==> config.mk <==
export PLATFORM = sky130hd
export DESIGN_NAME = nbc_host
export DESIGN_NICKNAME = d
export VERILOG_FILES = /design/src/hw/nbc_pkg.sv /design/src/hw/nbc_host.sv
export SDC_FILE = /design/constraint.sdc
export NUM_CORES = 1
export LEC_CHECK = 0
export ABC_AREA = 1
export BUFFER_PORTS_ARGS = -buffer_cell sky130_fd_sc_hd__buf_2
export CAP_MARGIN = 5
export CORE_MARGIN = 5
export CORE_UTILIZATION = 45
export DETAILED_ROUTE_END_ITERATION = 16
export GPL_ROUTABILITY_DRIVEN = 0
export HOLD_SLACK_MARGIN = 0.03
export SYNTH_ARGS = -nofsm -noshare
export SYNTH_HDL_FRONTEND = slang
export SYNTH_SLANG_ARGS = --single-unit
export TNS_END_PERCENT = 1
==> constraint.sdc <==
create_clock -name mclk_i -period 3.3 [get_ports mclk_i]
set_input_delay 0.33 -clock mclk_i [delete_from_list [all_inputs] [get_ports mclk_i]]
set_output_delay 0.33 -clock mclk_i [all_outputs]
set_load 0.005 [all_outputs]
==> src/hw/nbc_pkg.sv <==
// nbc_pkg: constants, op codes, command codes and timing for the nand bus controller
// assumes a 100 MHz controller clock and one nand device on the bus
package nbc_pkg;

  localparam int unsigned CLK_MHZ = 100;

  // bus timing in ns, and read synchroniser stages
  localparam int unsigned SETUP_NS      = 20;
  localparam int unsigned STROBE_LOW_NS = 25;
  localparam int unsigned STROBE_HI_NS  = 20;
  localparam int unsigned READ_ACC_NS   = 30;
  localparam int unsigned BUSY_WAIT_NS  = 100;
  localparam int unsigned SYNC_STAGES   = 3;

  // least times round up to whole cycles
  localparam int unsigned SETUP_CYC   = (SETUP_NS * CLK_MHZ + 999) / 1000;
  localparam int unsigned WLOW_CYC    = (STROBE_LOW_NS * CLK_MHZ + 999) / 1000;
  localparam int unsigned HIGH_CYC    = (STROBE_HI_NS * CLK_MHZ + 999) / 1000;
  localparam int unsigned RLOW_CYC    = (READ_ACC_NS * CLK_MHZ + 999) / 1000 + SYNC_STAGES;
  localparam int unsigned BUSY_CYC    = (BUSY_WAIT_NS * CLK_MHZ + 999) / 1000;
  localparam int unsigned TMR_W       = 8;

  // address cycle layout
  localparam int unsigned ADDR_W      = 28;
  localparam logic [1:0]  ACYC_FIRST  = 2'h0;
  localparam logic [1:0]  ACYC_ROW    = 2'h2;
  localparam logic [1:0]  ACYC_LAST   = 2'h3;

  // command codes
  localparam logic [7:0] C_READ      = 8'h00;
  localparam logic [7:0] C_READ_GO   = 8'h30;
  localparam logic [7:0] C_READ_CB   = 8'h35;
  localparam logic [7:0] C_READ_ID   = 8'h90;
  localparam logic [7:0] C_RESET     = 8'hFF;
  localparam logic [7:0] C_PROG      = 8'h80;
  localparam logic [7:0] C_PROG_GO   = 8'h10;
  localparam logic [7:0] C_CPROG_GO  = 8'h15;
  localparam logic [7:0] C_ERASE     = 8'h60;
  localparam logic [7:0] C_ERASE_GO  = 8'hD0;
  localparam logic [7:0] C_STATUS    = 8'h70;
  localparam logic [7:0] C_CACHE_SEQ = 8'h31;
  localparam logic [7:0] C_CACHE_END = 8'h3F;

  typedef enum logic [3:0] {
    OP_READ       = 4'h0,
    OP_READ_CB    = 4'h1,
    OP_READ_ID    = 4'h2,
    OP_RESET      = 4'h3,
    OP_PROG       = 4'h4,
    OP_CACHE_PROG = 4'h5,
    OP_ERASE      = 4'h6,
    OP_STATUS     = 4'h7,
    OP_CACHE_SEQ  = 4'h8,
    OP_CACHE_END  = 4'h9,
    OP_CACHE_RAND = 4'hA
  } nbc_op_e;

  // gray along idle, cmd, addr, data, cmd2, wait, read, done
  typedef enum logic [3:0] {
    ST_IDLE  = 4'h0,
    ST_CMD1  = 4'h1,
    ST_ADDR  = 4'h3,
    ST_WDATA = 4'h2,
    ST_CMD2  = 4'h6,
    ST_WAITB = 4'h7,
    ST_WAITR = 4'h5,
    ST_RDATA = 4'h4,
    ST_DONE  = 4'hC
  } nbc_state_e;

  typedef enum logic [1:0] {
    PH_SETUP = 2'h0,
    PH_LOW   = 2'h1,
    PH_HIGH  = 2'h3
  } nbc_phase_e;

endpackage : nbc_pkg

==> src/hw/nbc_host.sv <==
// nbc_host: nand bus host sequencer with write data fifo
// assumes nbc_pkg compiled first; pins reach a nand device through pads
`timescale 1ns/100ps
`default_nettype none

module nbc_fifo #(
  parameter int unsigned WIDTH = 8,
  parameter int unsigned DEPTH = 16
) (
  // clock and reset
  input  wire logic             mclk_i,
  input  wire logic             rst_n_i,
  // fill side
  input  wire logic             in_valid_i,
  output logic                  in_ready_o,
  input  wire logic [WIDTH-1:0] in_data_i,
  // drain side
  output logic                  out_valid_o,
  input  wire logic             out_ready_i,
  output logic      [WIDTH-1:0] out_data_o
);
  localparam int unsigned AW = $clog2(DEPTH);

  logic [WIDTH-1:0] mem_q [DEPTH];
  logic [AW-1:0]    wp_q;
  logic [AW-1:0]    rp_q;
  logic [AW:0]      cnt_q;
  logic             push;
  logic             pop;

  assign in_ready_o  = (cnt_q != DEPTH[AW:0]);
  assign out_valid_o = (cnt_q != '0);
  assign out_data_o  = mem_q[rp_q];
  assign push        = in_valid_i & in_ready_o;
  assign pop         = out_valid_o & out_ready_i;

  always_ff @(posedge mclk_i) begin
    if (push) begin
      mem_q[wp_q] <= in_data_i;
    end
  end

  always_ff @(posedge mclk_i) begin
    if (!rst_n_i) begin
      wp_q  <= '0;
      rp_q  <= '0;
      cnt_q <= '0;
    end else begin
      if (push) begin
        wp_q <= (wp_q == AW'(DEPTH - 1)) ? '0 : wp_q + 1'b1;
      end
      if (pop) begin
        rp_q <= (rp_q == AW'(DEPTH - 1)) ? '0 : rp_q + 1'b1;
      end
      cnt_q <= cnt_q + {{AW{1'b0}}, push} - {{AW{1'b0}}, pop};
    end
  end
endmodule // nbc_fifo

module nbc_host #(
  parameter int unsigned BUS_W = 8,
  parameter int unsigned LEN_W = 12,
  parameter int unsigned FIFO_DEPTH = 16
) (
  // clock and reset
  input  wire logic                       mclk_i,
  input  wire logic                       rst_n_i,
  // operation request
  input  wire logic                       cmd_valid_i,
  output logic                            cmd_ready_o,
  input  wire logic [3:0]                 cmd_op_i,
  input  wire logic [nbc_pkg::ADDR_W-1:0] cmd_addr_i,
  input  wire logic [LEN_W-1:0]           cmd_len_i,
  output logic                            done_o,
  output logic                            busy_o,
  output logic                            dev_ready_o,
  // write data in
  input  wire logic                       wr_valid_i,
  output logic                            wr_ready_o,
  input  wire logic [BUS_W-1:0]           wr_data_i,
  // read data out
  output logic                            rd_valid_o,
  output logic      [BUS_W-1:0]           rd_data_o,
  // nand pins
  output logic                            nand_ce_n_o,
  output logic                            nand_cle_o,
  output logic                            nand_ale_o,
  output logic                            nand_we_n_o,
  output logic                            read_strobe_n_o,
  output logic                            nand_wp_n_o,
  output logic      [BUS_W-1:0]           io_bus_o,
  output logic                            io_bus_oe_o,
  input  wire logic [BUS_W-1:0]           io_bus_i,
  input  wire logic                       ready_busy_n_i
);
  localparam logic [nbc_pkg::TMR_W-1:0] T_SETUP = nbc_pkg::TMR_W'(nbc_pkg::SETUP_CYC - 1);
  localparam logic [nbc_pkg::TMR_W-1:0] T_WLOW  = nbc_pkg::TMR_W'(nbc_pkg::WLOW_CYC - 1);
  localparam logic [nbc_pkg::TMR_W-1:0] T_RLOW  = nbc_pkg::TMR_W'(nbc_pkg::RLOW_CYC - 1);
  localparam logic [nbc_pkg::TMR_W-1:0] T_HIGH  = nbc_pkg::TMR_W'(nbc_pkg::HIGH_CYC - 1);
  localparam logic [nbc_pkg::TMR_W-1:0] T_BUSY  = nbc_pkg::TMR_W'(nbc_pkg::BUSY_CYC - 1);

  // address byte for cycle idx; x16 columns are one bit narrower
  function automatic logic [7:0] addr_byte(input logic [1:0] idx,
                                           input logic [nbc_pkg::ADDR_W-1:0] a);
    logic [7:0] b;
    b = 8'h00;
    if (BUS_W == 16) begin
      // x16 cycle layout, column 0-10, page 11-16, block 17-26
      case (idx)
        2'h0:    b = a[7:0];
        2'h1:    b = {5'h00, a[10:8]};
        2'h2:    b = a[18:11];
        default: b = a[26:19];
      endcase
    end else begin
      // x8 cycle layout, column 0-11, page 12-17, block 18-27
      case (idx)
        2'h0:    b = a[7:0];
        2'h1:    b = {4'h0, a[11:8]};
        2'h2:    b = a[19:12];
        default: b = a[27:20];
      endcase
    end
    return b;
  endfunction

  nbc_pkg::nbc_state_e        st_q;
  nbc_pkg::nbc_phase_e        ph_q;
  logic [nbc_pkg::TMR_W-1:0]  tmr_q;
  logic [7:0]                 c1_q;
  logic [7:0]                 c2_q;
  logic                       has_addr_q;
  logic                       has_c2_q;
  logic                       wdir_q;
  logic                       rdir_q;
  logic                       wait_q;
  logic                       modify_q;
  logic [1:0]                 acyc_q;
  logic [1:0]                 alast_q;
  logic [nbc_pkg::ADDR_W-1:0] addr_q;
  logic [LEN_W-1:0]           len_q;
  logic [BUS_W-1:0]           io_s1_q;
  logic [BUS_W-1:0]           io_s2_q;
  logic                       rb_s1_q;
  logic                       rb_s2_q;
  logic                       fifo_valid;
  logic                       fifo_pop;
  logic [BUS_W-1:0]           fifo_data;
  logic                       bus_st;
  logic                       cyc_done;
  logic                       accept;
  logic                       op_busy_ok;
  logic                       is_read;
  nbc_pkg::nbc_state_e        after_addr;
  nbc_pkg::nbc_state_e        after_c2;

  nbc_fifo #(
    .WIDTH (BUS_W),
    .DEPTH (FIFO_DEPTH)
  ) u_wfifo (
    .mclk_i      (mclk_i),
    .rst_n_i     (rst_n_i),
    .in_valid_i  (wr_valid_i),
    .in_ready_o  (wr_ready_o),
    .in_data_i   (wr_data_i),
    .out_valid_o (fifo_valid),
    .out_ready_i (fifo_pop),
    .out_data_o  (fifo_data)
  );

  // pin synchronisers
  always_ff @(posedge mclk_i) begin
    if (!rst_n_i) begin
      io_s1_q <= '0;
      io_s2_q <= '0;
      rb_s1_q <= 1'b0;
      rb_s2_q <= 1'b0;
    end else begin
      io_s1_q <= io_bus_i;
      io_s2_q <= io_s1_q;
      rb_s1_q <= ready_busy_n_i;
      rb_s2_q <= rb_s1_q;
    end
  end

  assign dev_ready_o = rb_s2_q;
  assign busy_o      = (st_q != nbc_pkg::ST_IDLE);
  // only reset or status while device busy
  assign op_busy_ok  = (cmd_op_i == nbc_pkg::OP_RESET) || (cmd_op_i == nbc_pkg::OP_STATUS);
  assign cmd_ready_o = (st_q == nbc_pkg::ST_IDLE) && (rb_s2_q || op_busy_ok);
  assign accept      = cmd_valid_i & cmd_ready_o;

  assign bus_st   = (st_q == nbc_pkg::ST_CMD1) || (st_q == nbc_pkg::ST_ADDR) ||
                    (st_q == nbc_pkg::ST_WDATA) || (st_q == nbc_pkg::ST_CMD2) ||
                    (st_q == nbc_pkg::ST_RDATA);
  assign is_read  = (st_q == nbc_pkg::ST_RDATA);
  assign cyc_done = bus_st && (ph_q == nbc_pkg::PH_HIGH) && (tmr_q == '0);
  assign fifo_pop = cyc_done && (st_q == nbc_pkg::ST_WDATA);

  always_comb begin
    after_c2 = nbc_pkg::ST_DONE;
    if (wait_q) begin
      after_c2 = nbc_pkg::ST_WAITB;
    end else if (rdir_q && (len_q != '0)) begin
      after_c2 = nbc_pkg::ST_RDATA;
    end
    after_addr = after_c2;
    if (wdir_q && (len_q != '0)) begin
      after_addr = nbc_pkg::ST_WDATA;
    end else if (has_c2_q) begin
      after_addr = nbc_pkg::ST_CMD2;
    end
  end

  // operation decode at accept
  always_ff @(posedge mclk_i) begin
    if (!rst_n_i) begin
      c1_q       <= 8'h00;
      c2_q       <= 8'h00;
      has_addr_q <= 1'b0;
      has_c2_q   <= 1'b0;
      wdir_q     <= 1'b0;
      rdir_q     <= 1'b0;
      wait_q     <= 1'b0;
      modify_q   <= 1'b0;
      alast_q    <= nbc_pkg::ACYC_LAST;
      addr_q     <= '0;
    end else if (accept) begin
      addr_q     <= cmd_addr_i;
      has_addr_q <= 1'b1;
      has_c2_q   <= 1'b1;
      wdir_q     <= 1'b0;
      rdir_q     <= 1'b1;
      wait_q     <= 1'b1;
      modify_q   <= 1'b0;
      alast_q    <= nbc_pkg::ACYC_LAST;
      c1_q       <= nbc_pkg::C_READ;
      c2_q       <= nbc_pkg::C_READ_GO;
      case (cmd_op_i)
        // read, copy-back read, id, reset, program, cache program, erase
        nbc_pkg::OP_READ: begin
        end
        nbc_pkg::OP_READ_CB: begin
          c2_q   <= nbc_pkg::C_READ_CB;
          rdir_q <= 1'b0;
        end
        nbc_pkg::OP_READ_ID: begin
          c1_q     <= nbc_pkg::C_READ_ID;
          has_c2_q <= 1'b0;
          wait_q   <= 1'b0;
          alast_q  <= nbc_pkg::ACYC_FIRST;
        end
        nbc_pkg::OP_RESET: begin
          c1_q       <= nbc_pkg::C_RESET;
          has_addr_q <= 1'b0;
          has_c2_q   <= 1'b0;
          rdir_q     <= 1'b0;
        end
        nbc_pkg::OP_PROG: begin
          c1_q     <= nbc_pkg::C_PROG;
          c2_q     <= nbc_pkg::C_PROG_GO;
          wdir_q   <= 1'b1;
          rdir_q   <= 1'b0;
          modify_q <= 1'b1;
        end
        nbc_pkg::OP_CACHE_PROG: begin
          c1_q     <= nbc_pkg::C_PROG;
          c2_q     <= nbc_pkg::C_CPROG_GO;
          wdir_q   <= 1'b1;
          rdir_q   <= 1'b0;
          modify_q <= 1'b1;
        end
        nbc_pkg::OP_ERASE: begin
          c1_q     <= nbc_pkg::C_ERASE;
          c2_q     <= nbc_pkg::C_ERASE_GO;
          rdir_q   <= 1'b0;
          modify_q <= 1'b1;
        end
        // status is a single code then read
        nbc_pkg::OP_STATUS: begin
          c1_q       <= nbc_pkg::C_STATUS;
          has_addr_q <= 1'b0;
          has_c2_q   <= 1'b0;
          wait_q     <= 1'b0;
        end
        nbc_pkg::OP_CACHE_SEQ: begin
          c1_q       <= nbc_pkg::C_CACHE_SEQ;
          has_addr_q <= 1'b0;
          has_c2_q   <= 1'b0;
        end
        nbc_pkg::OP_CACHE_END: begin
          c1_q       <= nbc_pkg::C_CACHE_END;
          has_addr_q <= 1'b0;
          has_c2_q   <= 1'b0;
        end
        // random cache read 00h, address, 31h
        nbc_pkg::OP_CACHE_RAND: begin
          c2_q <= nbc_pkg::C_CACHE_SEQ;
        end
        default: begin
        end
      endcase
    end
  end

  // sequencer
  always_ff @(posedge mclk_i) begin
    if (!rst_n_i) begin
      st_q   <= nbc_pkg::ST_IDLE;
      ph_q   <= nbc_pkg::PH_SETUP;
      tmr_q  <= '0;
      acyc_q <= nbc_pkg::ACYC_FIRST;
      len_q  <= '0;
    end else begin
      if (bus_st) begin
        if (tmr_q != '0) begin
          tmr_q <= tmr_q - 1'b1;
        end else begin
          case (ph_q)
            nbc_pkg::PH_SETUP: begin
              // write data stalls until the fifo holds a word
              if (st_q != nbc_pkg::ST_WDATA || fifo_valid) begin
                ph_q  <= nbc_pkg::PH_LOW;
                tmr_q <= is_read ? T_RLOW : T_WLOW;
              end
            end
            nbc_pkg::PH_LOW: begin
              ph_q  <= nbc_pkg::PH_HIGH;
              tmr_q <= T_HIGH;
            end
            default: begin
              ph_q  <= nbc_pkg::PH_SETUP;
              tmr_q <= T_SETUP;
            end
          endcase
        end
      end else if (tmr_q != '0) begin
        tmr_q <= tmr_q - 1'b1;
      end
      case (st_q)
        nbc_pkg::ST_IDLE: begin
          if (accept) begin
            // unknown ops are dropped without a bus cycle
            st_q  <= (cmd_op_i > nbc_pkg::OP_CACHE_RAND) ? nbc_pkg::ST_DONE : nbc_pkg::ST_CMD1;
            ph_q  <= nbc_pkg::PH_SETUP;
            tmr_q <= T_SETUP;
            len_q <= cmd_len_i;
          end
        end
        nbc_pkg::ST_CMD1: begin
          if (cyc_done) begin
            st_q   <= has_addr_q ? nbc_pkg::ST_ADDR : after_addr;
            acyc_q <= (c1_q == nbc_pkg::C_ERASE) ? nbc_pkg::ACYC_ROW : nbc_pkg::ACYC_FIRST;
            // single-code waits must not see ready before busy shows
            if (!has_addr_q && (after_addr == nbc_pkg::ST_WAITB)) begin
              tmr_q <= T_BUSY;
            end
          end
        end
        nbc_pkg::ST_ADDR: begin
          if (cyc_done) begin
            acyc_q <= acyc_q + 1'b1;
            if (acyc_q == alast_q) begin
              st_q <= after_addr;
            end
          end
        end
        nbc_pkg::ST_WDATA: begin
          if (cyc_done) begin
            len_q <= len_q - 1'b1;
            if (len_q == LEN_W'(1)) begin
              st_q <= nbc_pkg::ST_CMD2;
            end
          end
        end
        nbc_pkg::ST_CMD2: begin
          if (cyc_done) begin
            st_q  <= after_c2;
            tmr_q <= T_BUSY;
          end
        end
        nbc_pkg::ST_WAITB: begin
          if (tmr_q == '0) begin
            st_q <= nbc_pkg::ST_WAITR;
          end
        end
        nbc_pkg::ST_WAITR: begin
          if (rb_s2_q) begin
            st_q  <= (rdir_q && (len_q != '0)) ? nbc_pkg::ST_RDATA : nbc_pkg::ST_DONE;
            ph_q  <= nbc_pkg::PH_SETUP;
            tmr_q <= T_SETUP;
          end
        end
        nbc_pkg::ST_RDATA: begin
          if (cyc_done) begin
            len_q <= len_q - 1'b1;
            if (len_q == LEN_W'(1)) begin
              st_q <= nbc_pkg::ST_DONE;
            end
          end
        end
        nbc_pkg::ST_DONE: begin
          st_q <= nbc_pkg::ST_IDLE;
        end
        default: begin
          st_q <= nbc_pkg::ST_IDLE;
        end
      endcase
    end
  end

  // read capture at the end of the low phase
  always_ff @(posedge mclk_i) begin
    if (!rst_n_i) begin
      rd_valid_o <= 1'b0;
      rd_data_o  <= '0;
      done_o     <= 1'b0;
    end else begin
      // one word per read strobe fall
      rd_valid_o <= is_read && (ph_q == nbc_pkg::PH_LOW) && (tmr_q == '0);
      if (is_read && (ph_q == nbc_pkg::PH_LOW) && (tmr_q == '0)) begin
        rd_data_o <= io_s2_q;
      end
      done_o <= (st_q == nbc_pkg::ST_DONE);
    end
  end

  // registered pins
  always_ff @(posedge mclk_i) begin
    if (!rst_n_i) begin
      nand_ce_n_o     <= 1'b1;
      nand_cle_o      <= 1'b0;
      nand_ale_o      <= 1'b0;
      nand_we_n_o     <= 1'b1;
      read_strobe_n_o <= 1'b1;
      nand_wp_n_o     <= 1'b0;
      io_bus_o        <= '0;
      io_bus_oe_o     <= 1'b0;
    end else begin
      nand_ce_n_o <= (st_q == nbc_pkg::ST_IDLE) || (st_q == nbc_pkg::ST_DONE);
      nand_cle_o  <= (st_q == nbc_pkg::ST_CMD1) || (st_q == nbc_pkg::ST_CMD2);
      nand_ale_o  <= (st_q == nbc_pkg::ST_ADDR);
      // write strobe rises with bus held, read strobe high
      nand_we_n_o <= !(bus_st && !is_read && (ph_q == nbc_pkg::PH_LOW));
      // latches low, write strobe high, read strobe falls
      read_strobe_n_o <= !(is_read && (ph_q == nbc_pkg::PH_LOW));
      // unprotect only through program or erase
      nand_wp_n_o <= modify_q && (st_q != nbc_pkg::ST_IDLE);
      io_bus_oe_o <= bus_st && !is_read;
      case (st_q)
        // codes on the low eight lines
        nbc_pkg::ST_CMD1:  io_bus_o <= BUS_W'(c1_q);
        nbc_pkg::ST_CMD2:  io_bus_o <= BUS_W'(c2_q);
        nbc_pkg::ST_ADDR:  io_bus_o <= BUS_W'(addr_byte(acyc_q, addr_q));
        nbc_pkg::ST_WDATA: io_bus_o <= fifo_data;
        default:           io_bus_o <= '0;
      endcase
    end
  end
endmodule // nbc_host

`default_nettype wire

==> run metrics, run 1 <==
Mapped Area=11200 um^2; Vias=8758; insertion delay to the later sink of the worst-skew pair=0.54 ns; input/output buffers=93; Max Buffers Root-to-Sink=3; drt pass-1 iters=5; RSZ-0062 raised after global routing=false; die footprint=28300 um^2; Hold Vio Cnt, Final=0; Initial Util=46.0%; CORE AREA=24500 um^2; Starting DRT DRC Count=570; Cells after DPL=1617; syn_nets=about 1300; Hold Crit Class=primary input to flop; DRC viols=0; Die X=168 um; Crit Path Max Fanout=6; ANT nets after route=0; Setup TNS Final=0 ns; antenna fix cells=0; crit share post-route=84.2%; drt total wl=27000 um; vias in the first global route=8571; FFs w/ async S/R, synth=0%; yosys warns=0; Worst setup SP type=flop; largest net degree at the start of global routing=55; clock root buffer=clkbuf_16; cts repair resizes=0; number of synthesized flops with an enable pin=approximately 130; Worst Skew=0.0208 ns; GRT Util Overall=18.7%; final layout net count=1425; CTS tree=built; hold slack=0.0654 ns; clk sinks=262; slew at the pin closest to its max-slew limit=0.998 ns; Crit Path Class=flop to flop; Avg WL per Cell=16.0 um; Filler cells=2276; share of cells above drive strength 1=between 10 and 15%; Num CTS Buffers=28; area grow syn2layout=16.7%; grt ovf=0; initial antenna violation count=0; Die Y=168 um; post-DP HPWL=between 15000 and 20000 um; leakage=5.23 nW; H-tree depth=1; Max-Cap Viols=0; Cell variety after synth=50; count of final setup violators=0; Post-Layout Cell Count=approximately 1700; Peak supply drop=422 uV; Arr. time, crit path=about 3.3 ns; Site Rows=57; Peak Freq=0.360 GHz; Synth Flop Type=dfxtp_1; post-DR vias/cell=5.19; clock-pin slew on the worst setup and hold paths=0.06 ns; PD cells=about 680 nW/um^2; Mapped Avg Cell Area=9.14 um^2; sequential share of the synthesized area=58.0%; Tmin final=2.78 ns; I/O pin cnt=94; Cells after Synth=roughly 1200; outcome=finished, final reports clean; Max Slew Vio Count=0; first-pass GRT wire length=43800 um; flops & latches, synth=262; Worst Path Required=~3.8 ns; CP Capture Type=flop; relative slew slack=about a third
placed cells by master, fill, tap and decap left out, types with 14 or more instances in the layout:
cell type,count
clkbuf_16,29
buf_2,93
o211ai_1,14
o21ai_0,157
a21oi_1,77
o22ai_1,24
edfxtp_1,128
inv_1,112
nand3_1,38
buf_4,21
dfxtp_1,133
nor2_1,188
nand2_1,170
dlygate4sd3_1,17
ha_1,19
cells in the mapped netlist (4+ instances only):
master	count	area share, %
buf_1	5	0.17
edfxtp_1	128	34
nor2_4	4	0.40
nand4_1	7	0.39
xnor2_1	4	0.31
o211ai_1	14	0.93
buf_2	12	0.53
a31oi_1	13	0.72
o21ai_0	157	7.0
ha_1	19	2.1
a211oi_1	4	0.27
o221ai_1	7	0.55
nand2_1	171	5.7
dfxtp_1	134	24
nand3_1	38	1.7
clkbuf_1	34	1.1
nor3_1	9	0.40
o21ai_1	6	0.27
nand2_2	6	0.33
nor2_1	188	6.3
xor2_1	6	0.47
inv_1	112	3.7
o22ai_1	24	1.3
a21oi_2	4	0.31
a21oi_1	77	3.4
inv_2	13	0.43
final timing paths:
| kind | slack [ns] | start | to | cells after the start |
|---|---|---|---|---|
| max | 0.52 | tmr_q[0] | u_wfifo.cnt_q[4] | 17 |
| min | 0.07 | cmd_addr_i[15] | addr_q[15] | 3 |
| max reg2reg | 0.52 | tmr_q[0] | u_wfifo.cnt_q[4] | 17 |
| min reg2reg | 0.41 | io_s1_q[3] | io_s2_q[3] | 2 |
where the power goes:
part           internal [mW]  leakage, nW  total [mW]  switching, mW
logic                  0.695         2.55        2.05           1.35
registers               3.69         2.25        3.84          0.153
clock network           1.76        0.428        2.99           1.23
layer usage:
metal	GRT usage, %	wire [um]	vias to the layer above
met5	0	0	-
met4	5.15	584	0
met3	2.72	1220	46
met2	31.9	13100	191
met1	25.1	12100	4111
li1	-	-	4410
timing repair:
item	CTS	global route
hold buffers	17	0
endpoints found under the hold margin	17	0
setup buffers	0	0
stage by stage:
step | util (%) | setup slack, ns | area (um^2) | power (mW)
floorplan | - | 0.701 | 11200 | 5.46
global placement | 49.4 | 0.602 | 12100 | 5.91
detailed placement | 49.4 | 0.557 | 12100 | 5.94
CTS | 53.6 | 0.534 | 13100 | 8.98
global route | 53.6 | 0.200 | 13100 | 9.40
finish | 53.6 | 0.521 | 13100 | 8.88
sequential cells by signal (all words and copies together) (netlist names), 6 cells and up, named ones only:
register       count
rd_data_o          8
c1_q               6
len_q             12
io_s1_q            8
tmr_q              8
io_s2_q            8
u_wfifo.mem_q    128
io_bus_o           8
addr_q            28
worst max-delay path, stage by stage (launching register included):
cell and delay [ns]:
dfxtp_1 0.29, inv_1 0.15, ha_1 0.17, nand3_1 0.14, nor2_4 0.17, nand2_4 0.07, inv_2 0.10, nand3_2 0.14
nor3_2 0.18, ha_1 0.16, inv_1 0.04, ha_1 0.22, fa_1 0.43, nand2_1 0.08, a21oi_1 0.06, nor2_1 0.12
o21ai_0 0.09, a21oi_1 0.13
kinds of logic (layout without fill, tap and decap cells):
kind of cell	count (synthesis)	after routing	synth area share [%]
compound gates	321	321	16.1
flops	262	262	58.0
xor+xnor	10	10	0.779
simple gates	439	439	16.6
fa+ha+maj	20	20	2.29
buf+inv	179	310	6.21
area by class of cell:
class,instances,area (um^2),area share [%]
Inverter,126,473,3.60
Timing Repair Buffer,132,813,6.20
Clock inverter,14,116,0.887
Multi-Input combinational cell,790,4030,30.7
Tap cell,324,405,3.09
Sequential cell,262,6530,49.7
Clock buffer,38,759,5.79
No activity file was read; power rests on OpenSTA's default activity.
==> run 2, diff against run 1 <==
- ABC_AREA: 1 -> 0
- PLACE_DENSITY: unset -> 0.65
- clock period: 3.3 -> 2.5 ns (I/O delays scaled with it)
==> run 2 against run 1 <==
  * The run now ends with negative setup slack left
  * Non-clock buffer count rose by 62
  * Utilization rose by 2.0 points
  * Synthesized cell count fell by 22%
  * Critical path type unchanged
  * Critical endpoint unchanged
  * Largest cell class unchanged
  * Largest power group unchanged
==> run metrics, run 2 <==
Cells after Synth=958; Worst setup SP type=flop; leakage=between 4 and 5 nW; clock root buffer=clkbuf_16; Hold Vio Cnt, Final=0; most common cell in the netlist=dfxtp_1; Clock power frac=a little over a third; Max Slew Vio Count=0; Top Registers=u_wfifo.mem_q x128, addr_q x28, len_q x12; top post-synthesis cells by area=edfxtp_1 35%, dfxtp_1 24%, mux4_2 8.2%, nand2_1 4.0%, a21oi_1 3.7%; drt pass-1 iters=5; placed cell area=approximately 12000 um^2; end of the critical path=u_wfifo.cnt_q[4]; crit share post-route=103%; Worst Skew=~0.0096 ns; Tmin final=around 2.6 ns; FFs w/ async S/R, synth=0%; Mapped Avg Cell Area=11.5 um^2; worst setup margin=-0.0854 ns; Reg2Reg Setup Slack=-0.09 ns; R2R Path Start=st_q[3]; Worst Setup SP=st_q[3]; H-tree depth=1; commonest cells after routing, fill and taps aside=133 x dfxtp_1, 128 x edfxtp_1, 117 x nand2_1; Vias=between 7000 and 8000; Reg with most FFs=u_wfifo.mem_q; Crit Path Class=flop to flop; Site Rows=57; clock-pin slew on the worst setup and hold paths=0.06 ns; Max-Cap Viols=0; CORE AREA=24200 um^2; Switch Pwr=3.11 mW; I/O pin cnt=94; Die X=166 um; Peak Freq=0.387 GHz; Num CTS Buffers=27; insertion delay to the later sink of the worst-skew pair=0.54 ns; largest net degree at the start of global routing=59; ANT nets after route=0; area grow syn2layout=22.4%; HP Start=cmd_len_i[4]; Synth Flop Type=dfxtp_1; GRT Util Overall=approximately a fifth; slew at the pin closest to its max-slew limit=0.620 ns; post-DR vias/cell=5.43; Peak supply drop=450 uV; flops & latches, synth=262; count of final setup violators=1; die footprint=27700 um^2; portion of total power attributed to sequential cells=44.5%; CTS tree=built; Switching Share=28.0%; syn_nets=1043; sequential share of the synthesized area=about three fifths; Cell variety after synth=63; Synth area leader=edfxtp_1; max reg flops=128; Hold Crit Class=primary input to flop; post-DP HPWL=17500 um; Initial Util=45.5%; PD cells=824 nW/um^2; RSZ-0062 raised after global routing=true; most common library cells after synthesis=134 x dfxtp_1, 128 x edfxtp_1, 117 x nand2_1; final layout net count=~1200; drt total wl=26400 um; post-synth top area share=34.9%; DRC viols=0; Crit Path Max Fanout=3; relative slew slack=58.3%; grt ovf=0; most common cell after layout, fill and taps aside=dfxtp_1; hold slack=about 0.086 ns; vias in the first global route=7976; Filler cells=~2000; Avg WL per Cell=18.0 um; share of cells above drive strength 1=~23%; yosys warns=0; Die Y=~170 um; Worst Path Required=2.96 ns; Arr. time, crit path=3.05 ns; final instance area=13500 um^2; Worst Reg-to-Reg Cells=12; Starting DRT DRC Count=655; clk sinks=262; number of synthesized flops with an enable pin=~130; Max Buffers Root-to-Sink=3; Comb pwr share=20.7%; Mapped Area=11000 um^2; first-pass GRT wire length=around 43000 um; failing checks=negative setup slack; outcome=complete, but fails checks; CP Capture Type=flop; input/output buffers=93; initial antenna violation count=1; Cell Int Power=7.98 mW; end of the worst register-to-register path=u_wfifo.cnt_q[4]
==> run 2: cell count changes after synthesis, sizes merged, moves of 14 or more <==
| cell | change |
|---|---|
| and2 | +25 |
| clkbuf | +15 |
| inv | -100 |
| mux2i | +14 |
| mux4 | +40 |
| nand2 | -62 |
| nand3 | -18 |
| nor2 | -102 |
| o211ai | -14 |
| o21ai | -133 |
| o22ai | -18 |
==> run 2: worst min-delay path by stage <==
stage,endpoint,slack [ns],cells after the start
finish,len_q[4],0.09,3
global route,len_q[1],0.08,3
CTS,len_q[4],0.04,3
detailed placement,io_s2_q[2],0.42,1
global placement,io_s2_q[6],0.41,1
floorplan,u_wfifo.mem_q[0][0],0.35,0
==> run 2: power by group through the flow <==
stage	Clock [mW]	Sequential [mW]	Combinational (mW)
after global routing	4.16	4.97	2.55
after global placement	0	5.00	2.20
after CTS	3.95	4.93	2.28
final	3.86	4.94	2.30
after detailed placement	0	5.01	2.22
after floorplan	0	4.99	1.39
==> run 2: cell type report <==
class	count	area (um^2)	share of cell area [%]
clock buffer	37	753	5.60
sequential	262	6530	48.5
tap	324	405	3.01
inverter	25	93.8	0.697
antenna	1	2.50	0.0186
timing repair buffer	194	1360	10.1
clock inverter	13	109	0.809
multi-input combinational	611	4210	31.3
==> run 2: per-stage QoR <==
step                      setup TNS (ns)  std cells  total power [mW]  worst slack [ns]  utilization (%)
after floorplan                   -0.435        958              6.38            -0.308                -
after global placement            -0.129       1378              7.20            -0.129             50.4
after detailed placement          -0.140       1378              7.23            -0.140             50.4
after CTS                        -0.0999       1466              11.2           -0.0999             55.6
after global routing              -0.432       1467              11.7            -0.251             55.7
final                            -0.0854       1467              11.1           -0.0854             55.7
==> run 2: logic make-up (layout without fill, tap and decap cells) <==
kind of cell | after synthesis | after routing | share of synthesized area, %
AOI/OAI and AO/OA | 182 | 182 | 10.2
xor gates and xnor gates | 8 | 8 | 0.637
adders and majority gates | 20 | 20 | 2.34
buffers and inverters | 85 | 269 | 2.96
DFF | 262 | 262 | 59.3
muxes | 55 | 55 | 9.57
other | 0 | 1 | 0
and+or+nand+nor | 346 | 346 | 14.9
==> run 2: worst max-delay path, stage by stage (launching register included) <==
cell and delay (ns):
dfxtp_1 0.35, nor4b_4 0.33, o41ai_2 0.12, buf_4 0.16, nor3_4 0.19, ha_1 0.15
inv_1 0.04, ha_2 0.19, fa_2 0.35, a21oi_2 0.12, nor2_1 0.06, or3_1 0.34
a21oi_1 0.14
==> run 2: routing by layer <==
metal	track usage (%)	part of all wire, %	vias to the layer above	wire length (um)
met5	0	0	-	0
met4	4.59	2.4	0	638
met3	3.26	5.7	50	1510
met2	29.9	46	227	12100
met1	27.0	46	3867	12100
li1	-	-	3826	-
==> run 2: what timing repair did <==
item                                    CTS  global route
endpoints found under the setup margin    1            12
endpoints found under the hold margin    38             0
gates resized for setup                   2             5
buffers inserted                          0             0
pin swaps                                 2             0
hold buffers                             38             0
